### src/core/ssi_pkg.sv
// Constants and types shared by the step indexer
package ssi_pkg;

  // Clock and timing
  localparam int unsigned CLK_HZ = 10_000_000;
  localparam int unsigned WAKE_MS = 10;
  localparam int unsigned WAKE_CYC = WAKE_MS * (CLK_HZ / 1000);
  localparam int unsigned WAKE_CNT_W = 17;

  // Electrical angle: 128 positions per cycle at 1/32 step
  localparam int unsigned ANGLE_W = 7;
  localparam logic [6:0] ANGLE_RESET = 7'h00;
  localparam logic [6:0] FULL_OFFSET = 7'h10;
  localparam logic [4:0] DIAG_INDEX = 5'h10;
  localparam logic [5:0] QUARTER_LEN = 6'h20;

  // Set-points in percent, signed
  localparam int unsigned PCT_W = 8;
  localparam logic signed [7:0] PCT_FULL = 8'sh64;
  localparam logic signed [7:0] PCT_ZERO = 8'sh00;

  // Step resolution modes
  typedef enum logic [2:0] {
    SSI_RES_FULL = 3'h0,
    SSI_RES_HALF_A = 3'h1,
    SSI_RES_HALF_B = 3'h2,
    SSI_RES_QUARTER = 3'h3,
    SSI_RES_EIGHTH = 3'h4,
    SSI_RES_SIXTEENTH = 3'h5,
    SSI_RES_32ND = 3'h6
  } ssi_res_type;

  // Power states, Gray coded along wake, run, sleep
  typedef enum logic [1:0] {
    SSI_ST_WAKE = 2'h0,
    SSI_ST_RUN = 2'h1,
    SSI_ST_SLEEP = 2'h3
  } ssi_state_type;

endpackage : ssi_pkg

### src/core/ssi_step_indexer.sv
// Step indexer, power sequencing and set-point table of a stepper driver
`timescale 1ns/1ns
// What this block does
// - Sleep pin low enters sleep within 100 us
// - Sleep pin high resumes running within 10 ms
// - Fault shutdown cleared only by a sleep cycle or by reset
// - Step rising edge advances angle; falling holds
// - Enable high lets both windings drive
// - Enable low switches outputs off, high impedance
// - Direction high forward, low reverse
// - Resolution bits decode full, half a/b, quarter
// - Decode eighth, sixteenth, and two thirty-second codes
// - Sine table, 32 positions per quarter cycle
// - Coarse modes skip positions; half a and full drive diagonals 100 percent
// - Reset returns angle to initial position
// - Angle monitor output marks initial position
module ssi_step_indexer #(
  parameter int unsigned WAKE_CYCLES = ssi_pkg::WAKE_CYC
) (
  // Clock and reset
  input wire logic sys_clk_i,
  input wire logic sys_rst_i,
  // Host pins, asynchronous
  input wire logic step_clk_i,
  input wire logic direction_select_i,
  input wire logic resolution_select_bit0_i,
  input wire logic resolution_select_bit1_i,
  input wire logic resolution_select_bit2_i,
  input wire logic output_enable_i,
  input wire logic sleep_n_i,
  // Fault detectors, asynchronous
  input wire logic thermal_shutdown_i,
  input wire logic overcurrent_detect_i,
  // Winding drive
  output logic signed [ssi_pkg::PCT_W-1:0] current_a_o,
  output logic signed [ssi_pkg::PCT_W-1:0] current_b_o,
  output logic drive_on_o,
  output logic outputs_hiz_o,
  // Status
  output logic sleep_mode_o,
  output logic ready_o,
  output logic fault_off_o,
  output logic [ssi_pkg::ANGLE_W-1:0] electrical_angle_o,
  output logic angle_monitor_output_o
);
  import ssi_pkg::*;

  // Quarter-wave sine in percent, index 0 to 32
  function automatic logic signed [7:0] sine_pct(input logic [5:0] k);
    logic signed [7:0] v;
    v = PCT_ZERO;
    case (k)
      6'h00: v = 8'sh00;
      6'h01: v = 8'sh05;
      6'h02: v = 8'sh0a;
      6'h03: v = 8'sh0f;
      6'h04: v = 8'sh14;
      6'h05: v = 8'sh18;
      6'h06: v = 8'sh1d;
      6'h07: v = 8'sh22;
      6'h08: v = 8'sh26;
      6'h09: v = 8'sh2b;
      6'h0a: v = 8'sh2f;
      6'h0b: v = 8'sh33;
      6'h0c: v = 8'sh38;
      6'h0d: v = 8'sh3c;
      6'h0e: v = 8'sh3f;
      6'h0f: v = 8'sh43;
      6'h10: v = 8'sh47;
      6'h11: v = 8'sh4a;
      6'h12: v = 8'sh4d;
      6'h13: v = 8'sh50;
      6'h14: v = 8'sh53;
      6'h15: v = 8'sh56;
      6'h16: v = 8'sh58;
      6'h17: v = 8'sh5a;
      6'h18: v = 8'sh5c;
      6'h19: v = 8'sh5e;
      6'h1a: v = 8'sh60;
      6'h1b: v = 8'sh61;
      6'h1c: v = 8'sh62;
      6'h1d: v = 8'sh63;
      default: v = PCT_FULL;
    endcase
    return v;
  endfunction : sine_pct

  // Pin code to mode; both high-high codes give thirty-second
  function automatic ssi_res_type decode_res(input logic [2:0] pins);
    ssi_res_type r;
    r = SSI_RES_FULL;
    case (pins)
      3'h0: r = SSI_RES_FULL;
      3'h4: r = SSI_RES_HALF_A;
      3'h2: r = SSI_RES_HALF_B;
      3'h6: r = SSI_RES_QUARTER;
      3'h1: r = SSI_RES_EIGHTH;
      3'h5: r = SSI_RES_SIXTEENTH;
      default: r = SSI_RES_32ND;
    endcase
    return r;
  endfunction : decode_res

  // Two-stage synchronisers for every pin
  localparam int unsigned NSYNC = 9;
  // Sleep stages reset high: a low start would fake a sleep entry
  localparam logic [NSYNC-1:0] SYNC_IDLE = 9'h040;
  logic [NSYNC-1:0] pin_raw;
  logic [NSYNC-1:0] sync1_q;
  logic [NSYNC-1:0] sync2_q;
  assign pin_raw = {overcurrent_detect_i, thermal_shutdown_i, sleep_n_i,
                    output_enable_i, resolution_select_bit2_i,
                    resolution_select_bit1_i, resolution_select_bit0_i,
                    direction_select_i, step_clk_i};
  genvar gi;
  generate
    for (gi = 0; gi < NSYNC; gi++) begin : g_sync
      always_ff @(posedge sys_clk_i) begin
        if (sys_rst_i) begin
          sync1_q[gi] <= SYNC_IDLE[gi];
          sync2_q[gi] <= SYNC_IDLE[gi];
        end else begin
          sync1_q[gi] <= pin_raw[gi];
          sync2_q[gi] <= sync1_q[gi];
        end
      end
    end
  endgenerate
  logic step_s;
  logic dir_s;
  logic [2:0] res_pins_s;
  logic enable_s;
  logic sleep_n_s;
  logic fault_s;
  assign step_s = sync2_q[0];
  assign dir_s = sync2_q[1];
  // Bit2 in the top place, as the decode table expects
  assign res_pins_s = {sync2_q[4], sync2_q[3], sync2_q[2]};
  assign enable_s = sync2_q[5];
  assign sleep_n_s = sync2_q[6];
  assign fault_s = sync2_q[7] | sync2_q[8];
  // Power sequencing and fault latch
  ssi_state_type state_q, state_d;
  logic [WAKE_CNT_W-1:0] wake_cnt_q, wake_cnt_d;
  logic fault_q, fault_d;
  always_comb begin
    state_d = state_q;
    wake_cnt_d = wake_cnt_q;
    case (state_q)
      SSI_ST_WAKE: begin
        wake_cnt_d = wake_cnt_q + 1'b1;
        if (!sleep_n_s) begin
          state_d = SSI_ST_SLEEP;
        end else if (wake_cnt_q >= WAKE_CNT_W'(WAKE_CYCLES - 1)) begin
          state_d = SSI_ST_RUN;
        end
      end
      SSI_ST_RUN: begin
        // Sleep entered three cycles after the pin falls
        if (!sleep_n_s) begin
          state_d = SSI_ST_SLEEP;
        end
      end
      SSI_ST_SLEEP: begin
        wake_cnt_d = '0;
        if (sleep_n_s) begin
          state_d = SSI_ST_WAKE;
        end
      end
      default: begin
        state_d = SSI_ST_WAKE;
        wake_cnt_d = '0;
      end
    endcase
    // New fault wins over the clear of a sleep cycle
    fault_d = (fault_q & (state_q != SSI_ST_SLEEP)) | fault_s;
  end
  always_ff @(posedge sys_clk_i) begin
    if (sys_rst_i) begin
      state_q <= SSI_ST_WAKE;
      wake_cnt_q <= '0;
      fault_q <= 1'b0;
    end else begin
      state_q <= state_d;
      wake_cnt_q <= wake_cnt_d;
      fault_q <= fault_d;
    end
  end

  // Step indexer
  logic step_prev_q, step_prev_d;
  logic [ANGLE_W-1:0] angle_q, angle_d;
  ssi_res_type res;
  logic [ANGLE_W-1:0] step_size;
  logic [ANGLE_W-1:0] offset;
  logic [ANGLE_W-1:0] rel;
  always_comb begin
    res = decode_res(res_pins_s);
    offset = '0;
    case (res)
      SSI_RES_FULL: begin
        step_size = 7'h20;
        offset = FULL_OFFSET;
      end
      SSI_RES_HALF_A: step_size = 7'h10;
      SSI_RES_HALF_B: step_size = 7'h10;
      SSI_RES_QUARTER: step_size = 7'h08;
      SSI_RES_EIGHTH: step_size = 7'h04;
      SSI_RES_SIXTEENTH: step_size = 7'h02;
      default: step_size = 7'h01;
    endcase
    step_prev_d = step_s;
    angle_d = angle_q;
    // Stepping ignored outside the run state, angle kept
    if (step_s && !step_prev_q && state_q == SSI_ST_RUN) begin
      if (dir_s) begin
        rel = (angle_q - offset) & ~(step_size - 1'b1);
        angle_d = rel + step_size + offset;
      end else begin
        rel = (angle_q - offset + step_size - 1'b1) & ~(step_size - 1'b1);
        angle_d = rel - step_size + offset;
      end
    end else begin
      rel = '0;
    end
  end

  always_ff @(posedge sys_clk_i) begin
    if (sys_rst_i) begin
      step_prev_q <= 1'b0;
      angle_q <= ANGLE_RESET;
    end else begin
      step_prev_q <= step_prev_d;
      angle_q <= angle_d;
    end
  end
  // Set-point lookup and output gating
  logic signed [PCT_W-1:0] cur_a_q, cur_a_d;
  logic signed [PCT_W-1:0] cur_b_q, cur_b_d;
  logic drive_q, drive_d;
  logic [5:0] k;
  logic [5:0] kc;
  logic signed [PCT_W-1:0] sa;
  logic signed [PCT_W-1:0] sb;
  always_comb begin
    k = {1'b0, angle_q[4:0]};
    kc = QUARTER_LEN - k;
    case (angle_q[6:5])
      2'h0: begin
        sa = sine_pct(kc);
        sb = sine_pct(k);
      end
      2'h1: begin
        sa = -sine_pct(k);
        sb = sine_pct(kc);
      end
      2'h2: begin
        sa = -sine_pct(kc);
        sb = -sine_pct(k);
      end
      default: begin
        sa = sine_pct(k);
        sb = -sine_pct(kc);
      end
    endcase
    // Diagonal of half a and full drives both windings fully
    if ((res == SSI_RES_HALF_A || res == SSI_RES_FULL) &&
        angle_q[4:0] == DIAG_INDEX) begin
      sa = sa[PCT_W-1] ? -PCT_FULL : PCT_FULL;
      sb = sb[PCT_W-1] ? -PCT_FULL : PCT_FULL;
    end
    drive_d = enable_s && state_q == SSI_ST_RUN && !fault_q;
    cur_a_d = drive_d ? sa : PCT_ZERO;
    cur_b_d = drive_d ? sb : PCT_ZERO;
  end

  always_ff @(posedge sys_clk_i) begin
    if (sys_rst_i) begin
      cur_a_q <= PCT_ZERO;
      cur_b_q <= PCT_ZERO;
      drive_q <= 1'b0;
    end else begin
      cur_a_q <= cur_a_d;
      cur_b_q <= cur_b_d;
      drive_q <= drive_d;
    end
  end
  assign current_a_o = cur_a_q;
  assign current_b_o = cur_b_q;
  assign drive_on_o = drive_q;
  assign outputs_hiz_o = !drive_q;
  assign sleep_mode_o = (state_q == SSI_ST_SLEEP);
  assign ready_o = (state_q == SSI_ST_RUN);
  assign fault_off_o = fault_q;
  assign electrical_angle_o = angle_q;
  assign angle_monitor_output_o = (angle_q == ANGLE_RESET);

endmodule : ssi_step_indexer

### config.mk
export PLATFORM = sky130hd
export DESIGN_NAME = ssi_step_indexer
export DESIGN_NICKNAME = d
export VERILOG_FILES = /design/src/core/ssi_pkg.sv /design/src/core/ssi_step_indexer.sv
export SDC_FILE = /design/constraint.sdc
export NUM_CORES = 1
export LEC_CHECK = 0
export ABC_AREA = 1
export BUFFER_PORTS_ARGS = -buffer_cell sky130_fd_sc_hd__buf_4
export CAP_MARGIN = 40
export CORE_MARGIN = 10
export CORE_UTILIZATION = 50
export CTS_BUF_LIST = sky130_fd_sc_hd__clkbuf_4 sky130_fd_sc_hd__clkbuf_8
export DETAILED_ROUTE_END_ITERATION = 10
export MAX_ROUTING_LAYER = met4
export PLACE_DENSITY = 0.69
export SLEW_MARGIN = 5
export SYNTH_ARGS = -nofsm -noshare
export SYNTH_HDL_FRONTEND = slang
export SYNTH_SLANG_ARGS = --single-unit
### constraint.sdc
create_clock -name sys_clk_i -period 7.8 [get_ports sys_clk_i]
set_clock_uncertainty 0.1 [all_clocks]
set_input_delay 0.39 -clock sys_clk_i [delete_from_list [all_inputs] [get_ports sys_clk_i]]
set_output_delay 0.39 -clock sys_clk_i [all_outputs]
set_load 0.05 [all_outputs]
# ---- Word-level counts from Yosys, hierarchy flattened
# Memory sizes are Yosys's and may differ from the RTL's. A register that Yosys moved wholly into a read port is not among the register bits.
# Index checks and enable logic that the tools add are counted.
dict set report word_totals {
  elab_cells 125
  regBits 63
  output_inout_bits 29
  rom_bits 1792
  input_bits 11
  memories 8
}
# name depth word_bits rd rd_ports_with_merged_regs write_ports line_no
set mem_list {}
lappend mem_list {{(no name shown)} 32 7 1 0 0 ssi_step_indexer.sv:52} ;# case (k)
lappend mem_list {{(no name shown)} 32 7 1 1 0 ssi_step_indexer.sv:52}
lappend mem_list {{(no name shown)} 32 7 1 1 0 ssi_step_indexer.sv:52}
lappend mem_list {{(no name shown)} 32 7 1 0 0 ssi_step_indexer.sv:52}
lappend mem_list {{(no name shown)} 32 7 1 0 0 ssi_step_indexer.sv:52}
lappend mem_list {{(no name shown)} 32 7 1 1 0 ssi_step_indexer.sv:52}
lappend mem_list {{2 more memories} -- -- -- -- -- --}
dict set report op_classes {
  n_reduce_logical 18
  eq_ne 19
  bitwise 7
  add_sub_neg 14
  muxes 32
  n_lt_le_gt_ge 1
}
# operator n
set op_table {}
lappend op_table {{$mux W8} 12}
lappend op_table {{$pmux W8 S3} 2}
lappend op_table {{$mux W5} 9}
lappend op_table {{$pmux W17 S2} 1}
lappend op_table {{$neg A8 Y8} 4}
lappend op_table {{$pmux W6 S5} 1}
lappend op_table {{$add A7 B7 Y7} 4}
lappend op_table {{$pmux W3 S6} 1}
lappend op_table {{$add A17 B1 Y17 const B} 1}
lappend op_table {{$ge A17 B17 Y1 const B} 1}
lappend op_table {{$eq A3 B3 Y1 const B} 5}
lappend op_table {{$and A7 B7 Y7} 2}
lappend op_table {{$sub A7 B1 Y7 const B} 2}
lappend op_table {{$sub A7 B7 Y7} 2}
lappend op_table {{$eq A3 B2 Y1 const B} 3}
lappend op_table {{$mux W2} 4}
lappend op_table {{$logic_not A7 Y1} 1}
lappend op_table {{$mux W7} 1}
lappend op_table {{$not A7 Y7} 1}
lappend op_table {{$eq A3 B1 Y1 const B} 2}
lappend op_table {{$logic_not A3 Y1} 2}
lappend op_table {{$pmux W2 S3} 1}
lappend op_table {{$sub A6 B5 Y6 const A} 1}
lappend op_table {{$eq A5 B5 Y1 const B} 1}
lappend op_table {{other kinds (15)} 27}

# ---- Logic depth before layout (Yosys ltp)
# Gate-level depths: netlist of the first run.
dict set report logic_depth {
  depth_word 13
  mapped_depth 24
  depth_no_buf 24
}

# ---- Least setup slack after synthesis of the first run
# OpenSTA, ideal clock, no wires.
dict set report synth_timing {
  path_type {reg2reg}
  from {reg angle_q[1] (netlist: electrical_angle_o[1])}
  to {reg (tool-made name)}
  path_buffers 0
  arrival_ps 3913
  setup_slack_ps 3661
  setup_ps 125
  period_less_slack_ps 4139
  t_required_ps 7575
  stages_incl_launch_ff 19
  cell_sequence {dfxtp_1 -> inv_1 -> ha_1 -> inv_1 -> ha_1 -> fa_1 -> o22ai_1 -> a21oi_1 -> ha_1 -> ha_1 -> a21oi_1 -> and2_1 -> nor2_1 -> o221ai_1 -> o21ai_0 -> nor2_1 -> inv_1 -> nand2_1 -> o31ai_1}
}
# element line_no
set synth_rtl {}
lappend synth_rtl {{start, declared} ssi_step_indexer.sv:192} ;# logic [ANGLE_W-1:0] angle_q, angle_d;
lappend synth_rtl {{start signal, assigned} ssi_step_indexer.sv:234} ;# angle_q <= angle_d;

==> flow_summary.json, run 1 <==
{
  "synth_seq_cells": 70,
  "r2r_cells": 22,
  "period_needed_ps": 4470,
  "cts-root-buf": "clkbuf_8",
  "setup-violations-final": 0,
  "drt_iter0_drc": 272,
  "grt_pass1_vias": 4341,
  "yosysTopAreaCell": "dfxtp_1",
  "worst_pin_slew_ps": 782,
  "r2r_slack_ps": 3330,
  "fin_ws_ps": 3330,
  "yosysMostFrequentCell": "inv_1",
  "layout-drive-gt1-share_pct": 12.0,
  "synth_top_area_share_pct": 28.5,
  "endpoint_kind": "register",
  "nets": 832,
  "syn_to_final_growth_pct": 11.7,
  "port_buffers": 39,
  "tns_ps": 0,
  "clkTransAtPathRegs_ps": 70,
  "gp_congestion": 0.900,
  "place_ws_ps": 3380,
  "arrival_ps": 4590,
  "hold_ws_ps": 130,
  "grt_pass1_wl_um": 20200,
  "synth_flop_cell": "dfxtp_1",
  "synth-edff-count": 0,
  "r2r-start": "res_pins_s[0]$_SDFF_PP0_",
  "avgSynthCellArea_um2": 6.72,
  "num_antenna_cells": 0,
  "async_flop_share_pct": 0,
  "antenna_found_initial": 0,
  "min_path_type": "in2reg",
  "critical_path_class": "reg2reg",
  "relSlewSlack_pct": 47.4,
  "synth_area_mm2": 0.00491,
  "clkSinkCount": 70,
  "yosysWarnings": 0,
  "start_kind": "register",
  "synthTopCellsByArea": "dfxtp_1 29%, ha_1 12%, inv_1 10%",
  "core_area_mm2": 0.00968,
  "cts_tree": "built",
  "die_width_um": 119,
  "start_util_pct": 50.7,
  "min_from": "sleep_n_i",
  "routed_via_density": 5.10,
  "cts.path.max_buffers": 2,
  "yosysSeqAreaShare_pct": 28.5,
  "synth_common_cells": "132 x inv_1, 126 x nand2_1, 78 x nor2_1, 70 x dfxtp_1, 54 x nand3_1",
  "wl_um": 11800,
  "drc": 0,
  "path_max_fanout": 10,
  "cp.required_ps": 7930,
  "peakVddDrop_mv": 0.0752,
  "core.rowCount": 36,
  "outcome": "completed",
  "power_density_mw_per_mm2": 145,
  "clock.fmax_ghz": 0.224,
  "ios": 40,
  "rsz0062_at_grt": "false",
  "holdPathEnd": "sync1_q[6]$_SDFF_PP1_",
  "netlist-cell-type-count": 40,
  "post-cts-setup-buffers": 0,
  "clk_latency_ps": 350,
  "fillers": 986,
  "syn_inst": 731,
  "h-tree-depth": 3,
  "slew_violations": 0,
  "grtUsageTotal_pct": 17.2,
  "vias": 4628,
  "die_h_um": 119,
  "grt_start_max_net_pins": 27,
  "hold_viol_final": 0,
  "cellLeakagePower_nw": 2.79,
  "dp_hpwl_um": 9370,
  "wire_per_inst_um": 13.0,
  "hold_buffers": 0,
  "final_antenna_net_count": 0,
  "syn_nets": 794,
  "post-route-period-util_pct": 57.3,
  "dr.pass1.iters": 5,
  "die_area_mm2": 0.0142,
  "holdPathStages": 2,
  "cts_made_buffers": 9,
  "ctsResizeCount": 0,
  "gr-total-overflow": 0,
  "cap_violations": 0
}
[worst max-delay path: stages, from the launching register on]
cell,delay (ps)
dfxtp_1,410
inv_1,100
nor2_1,100
inv_1,60
nor2_1,160
inv_1,110
ha_1,280
inv_1,40
ha_1,210
fa_1,420
o22ai_1,180
a21oi_1,70
ha_1,280
ha_1,350
a21oi_1,180
and2_1,170
nor2_1,60
o221ai_1,150
o21ai_0,160
nor2_1,440
inv_1,160
nand2_1,90
o31ai_1,60
[cells by family after synthesis]
logic type               Yosys count  share of synthesized area (%)
AO/OA/AOI/OAI                    123                           13.8
XOR/XNOR                          13                           2.32
adder cells (fa/ha/maj)           52                           14.0
buffers and inverters            156                           12.3
flip-flops                        70                           28.5
AND/OR/NAND/NOR                  317                           29.0
[sequential cells by signal (all words and copies together), names as in the netlist, named ones only]
register,flops
dir_s,1
state_q,2
current_a_o,8
electrical_angle_o,7
sleep_n_s,1
fault_off_o,1
res_pins_s,3
sync1_q,9
wake_cnt_q,17
drive_on_o,1
step_prev_d,1
step_prev_q,1
sync2_q,2
enable_s,1
current_b_o,8
[cell type report]
| type | count | area (um^2) | share of cell area [%] |
|---|---|---|---|
| multi-input combinational | 505 | 2900 | 53.0 |
| clock inverter | 4 | 22.5 | 0.411 |
| clock buffer | 12 | 153 | 2.78 |
| tap | 133 | 166 | 3.03 |
| inverter | 143 | 537 | 9.79 |
| timing repair buffer | 40 | 300 | 5.48 |
| sequential | 70 | 1400 | 25.6 |
[metal layers]
metal / global-route usage [%] / wire length (um)
met5: - / 0
met4: 4.27 / 116
met3: 3.12 / 631
met2: 28.9 / 5720
met1: 20.8 / 5350
[where the power goes]
group | internal [mW] | leakage, nW | total [mW] | switching (mW)
Sequential | 0.366 | 0.569 | 0.373 | 0.00670
Clock | 0.130 | 0.0930 | 0.265 | 0.135
Combinational | 0.0607 | 2.13 | 0.155 | 0.0948
Total | 0.556 | 2.79 | 0.793 | 0.237
[worst max path at each step]
stage | startpoint | to | slack [ps] | cells after the start
final | res_pins_s[0]$_SDFF_PP0_ | register | 3330 | 22
after global routing | res_pins_s[0]$_SDFF_PP0_ | register | 2900 | 21
after CTS | res_pins_s[0]$_SDFF_PP0_ | register | 3360 | 22
after detailed placement | res_pins_s[0]$_SDFF_PP0_ | register | 3380 | 22
after global placement | res_pins_s[0]$_SDFF_PP0_ | register | 3530 | 21
after floorplan | electrical_angle_o[1]$_SDFFE_PP0P_ | register | 3660 | 18
[cells in the final DEF (no fill, tap or decap), types with 6 or more instances in the layout]
| master | count |
|---|---|
| nor2_2 | 6 |
| xor2_1 | 7 |
| ha_1 | 47 |
| o221ai_1 | 6 |
| clkbuf_8 | 10 |
| inv_1 | 132 |
| o21ai_1 | 9 |
| nor2_1 | 78 |
| o21ai_0 | 50 |
| nand4_1 | 9 |
| nand2_2 | 9 |
| nor3_1 | 9 |
| buf_4 | 40 |
| or2_2 | 9 |
| xnor2_1 | 6 |
| a21oi_1 | 39 |
| inv_2 | 10 |
| nand3_1 | 54 |
| dfxtp_1 | 70 |
| nand2_1 | 126 |
[metrics by stage]
step,cell area (um^2),total power [mW],instances,util [%]
2_1_floorplan,4910,0.500,731,-
3_3_place_gp,5310,0.530,891,54.8
3_5_place_dp,5310,0.535,891,54.8
4_1_cts,5480,0.800,907,56.6
5_1_grt,5480,0.840,907,56.6
6_report,5480,0.793,907,56.6
No activity file was read; power rests on OpenSTA's default activity.
==> run 2: changes to the inputs <==
==> constraint.sdc (replaced) <==
create_clock -name sys_clk_i -period 4.6 [get_ports sys_clk_i]
set_clock_uncertainty 0.1 [all_clocks]
set_input_delay 0.23 -clock sys_clk_i [delete_from_list [all_inputs] [get_ports sys_clk_i]]
set_output_delay 0.23 -clock sys_clk_i [all_outputs]
set_load 0.05 [all_outputs]
==> run 2 against run 1 <==
Net effect:
- routed wire length increased by 1.2%
- largest power group unchanged
- final area increased by 2.9%
- largest cell class unchanged
- maximum frequency increased by 6.7%
- count of clock-buffer cells in the layout decreased by 3
==> flow_summary.json, run 2 (same netlist as run 1, synthesis figures left out) <==
{
  "outcome": "completed",
  "multiInputGateArea_mm2": 0.00290,
  "relSlewSlack_pct": 46.6,
  "num_antenna_cells": 0,
  "port_buffers": 39,
  "cellLeakagePower_nw": 2.85,
  "die_area_mm2": 0.0142,
  "regMostFlops": "wake_cnt_q",
  "wl_um": 12000,
  "dp_hpwl_um": 9360,
  "post-route-period-util_pct": 91.0,
  "largest_reg_flops": 17,
  "power_density_mw_per_mm2": 259,
  "path_max_fanout": 10,
  "ios": 40,
  "start_util_pct": 50.7,
  "routed_via_density": 5.04,
  "peakVddDrop_mv": 0.130,
  "nets": 844,
  "cts_made_buffers": 9,
  "h-tree-depth": 3,
  "drt_iter0_drc": 297,
  "clkTransAtPathRegs_ps": 90,
  "start_kind": "register",
  "layout_commonest_cell": "inv_1",
  "clock.fmax_ghz": 0.239,
  "syn_to_final_growth_pct": 14.9,
  "finalInstanceArea_mm2": 0.00564,
  "layout-drive-gt1-share_pct": 12.5,
  "hold_viol_final": 0,
  "gr-total-overflow": 0,
  "cts_tree": "built",
  "cts.path.max_buffers": 2,
  "rsz0062_at_grt": "false",
  "worst_pin_slew_ps": 796,
  "grt_pass1_vias": 4353,
  "total_power_mw": 1.46,
  "period_needed_ps": 4190,
  "final_antenna_net_count": 0,
  "core_area_mm2": 0.00968,
  "reg.largest.list": "wake_cnt_q x17, sync1_q x9",
  "slew_violations": 0,
  "cts-root-buf": "clkbuf_8",
  "grt_start_max_net_pins": 27,
  "clk_latency_ps": 360,
  "core.rowCount": 36,
  "gp_congestion": 0.970,
  "cp.required_ps": 4730,
  "drc": 0,
  "dr.pass1.iters": 5,
  "wire_per_inst_um": 13.0,
  "arrival_ps": 4310,
  "dpl-instance-area_mm2": 0.00533,
  "die_h_um": 119,
  "instances_no_fill": 919,
  "critical_path_class": "reg2reg",
  "grt_pass1_wl_um": 20500,
  "setup-violations-final": 0,
  "post-cts-setup-buffers": 0,
  "antenna_found_initial": 0,
  "vias": 4631,
  "fillers": 954,
  "min_path_type": "in2reg",
  "tns_ps": 0,
  "cap_violations": 0,
  "clkSinkCount": 70,
  "endpoint_kind": "register",
  "place_inst": 894,
  "layout_common_cells": "131 x inv_1, 126 x nand2_1, 78 x nor2_1",
  "seq_area_mm2": 0.00140,
  "grtUsageTotal_pct": 17.6,
  "die_width_um": 119
}
-- run 2: cell types whose count changed in the layout (fill, tap and decap cells not counted), sizes merged --
cell / change
buf: +3
bufinv: +2
clkbuf: -3
clkinv: -1
clkinvlp: +1
dlygate4sd3: +9
inv: +1
-- run 2: per-layer routing --
metal / GRT usage [%] / vias to the layer above / part of all wire, %
li1: - / 2442 / -
met1: 22.7 / 2070 / 49
met2: 27.0 / 103 / 45
met3: 2.55 / 16 / 4.3
met4: 7.48 / 0 / 2.1
met5: - / - / 0
-- run 2: timing repair --
item	CTS	global route
gates resized for setup	0	2
hold endpoints to repair	9	0
hold buffers	9	0
endpoints found under the setup margin	0	3
-- run 2: metrics by stage --
stage,util [%],setup WS (ps),hold WS [ps]
detailed placement,55.1,454,293
global placement,55.1,550,289
global route,58.3,46.9,127
floorplan,-,461,234
finish,58.3,415,118
CTS,58.3,364,110
-- run 2: final cells by class --
cell class                      instances  share of cell area, %
Timing Repair Buffer                   52                   7.32
Tap cell                              133                   2.95
Clock inverter                          7                   1.73
Clock buffer                            9                   2.19
Inverter                              143                   9.51
Sequential cell                        70                   24.9
Multi-Input combinational cell        505                   51.5
-- run 2: worst max-delay path: stages, from the launching register on --
cell and delay [ps]:
dfxtp_2 380, inv_1 80, nor2_1 80, inv_1 50, nor2_1 170, inv_1 110, ha_1 290, inv_1 40
ha_1 220, fa_1 430, o22ai_1 180, a21oi_1 70, ha_1 290, ha_1 360, a21oi_1 150, and2_1 150
inv_1 40, o21ai_0 150, o221ai_1 120, o21ai_0 130, nor2_1 70, buf_4 170, inv_1 100, o21ai_0 110
-- run 2: worst paths after layout --
path	from	end	slack, ps	cells past startpoint
max	res_pins_s[0]$_SDFF_PP0_	register	410	23
min	sys_rst_i	step_prev_d$_SDFF_PP0_	120	2
max reg2reg	res_pins_s[0]$_SDFF_PP0_	register	410	23
min reg2reg	sync1_q[0]$_SDFF_PP0_	step_prev_d$_SDFF_PP0_	290	2
-- run 2: report_power, final --
| group | internal, mW | total, mW | switching [mW] |
|---|---|---|---|
| sequential | 0.620 | 0.632 | 0.0114 |
| clock | 0.307 | 0.559 | 0.252 |
| combinational | 0.108 | 0.269 | 0.161 |
| total | 1.03 | 1.46 | 0.425 |
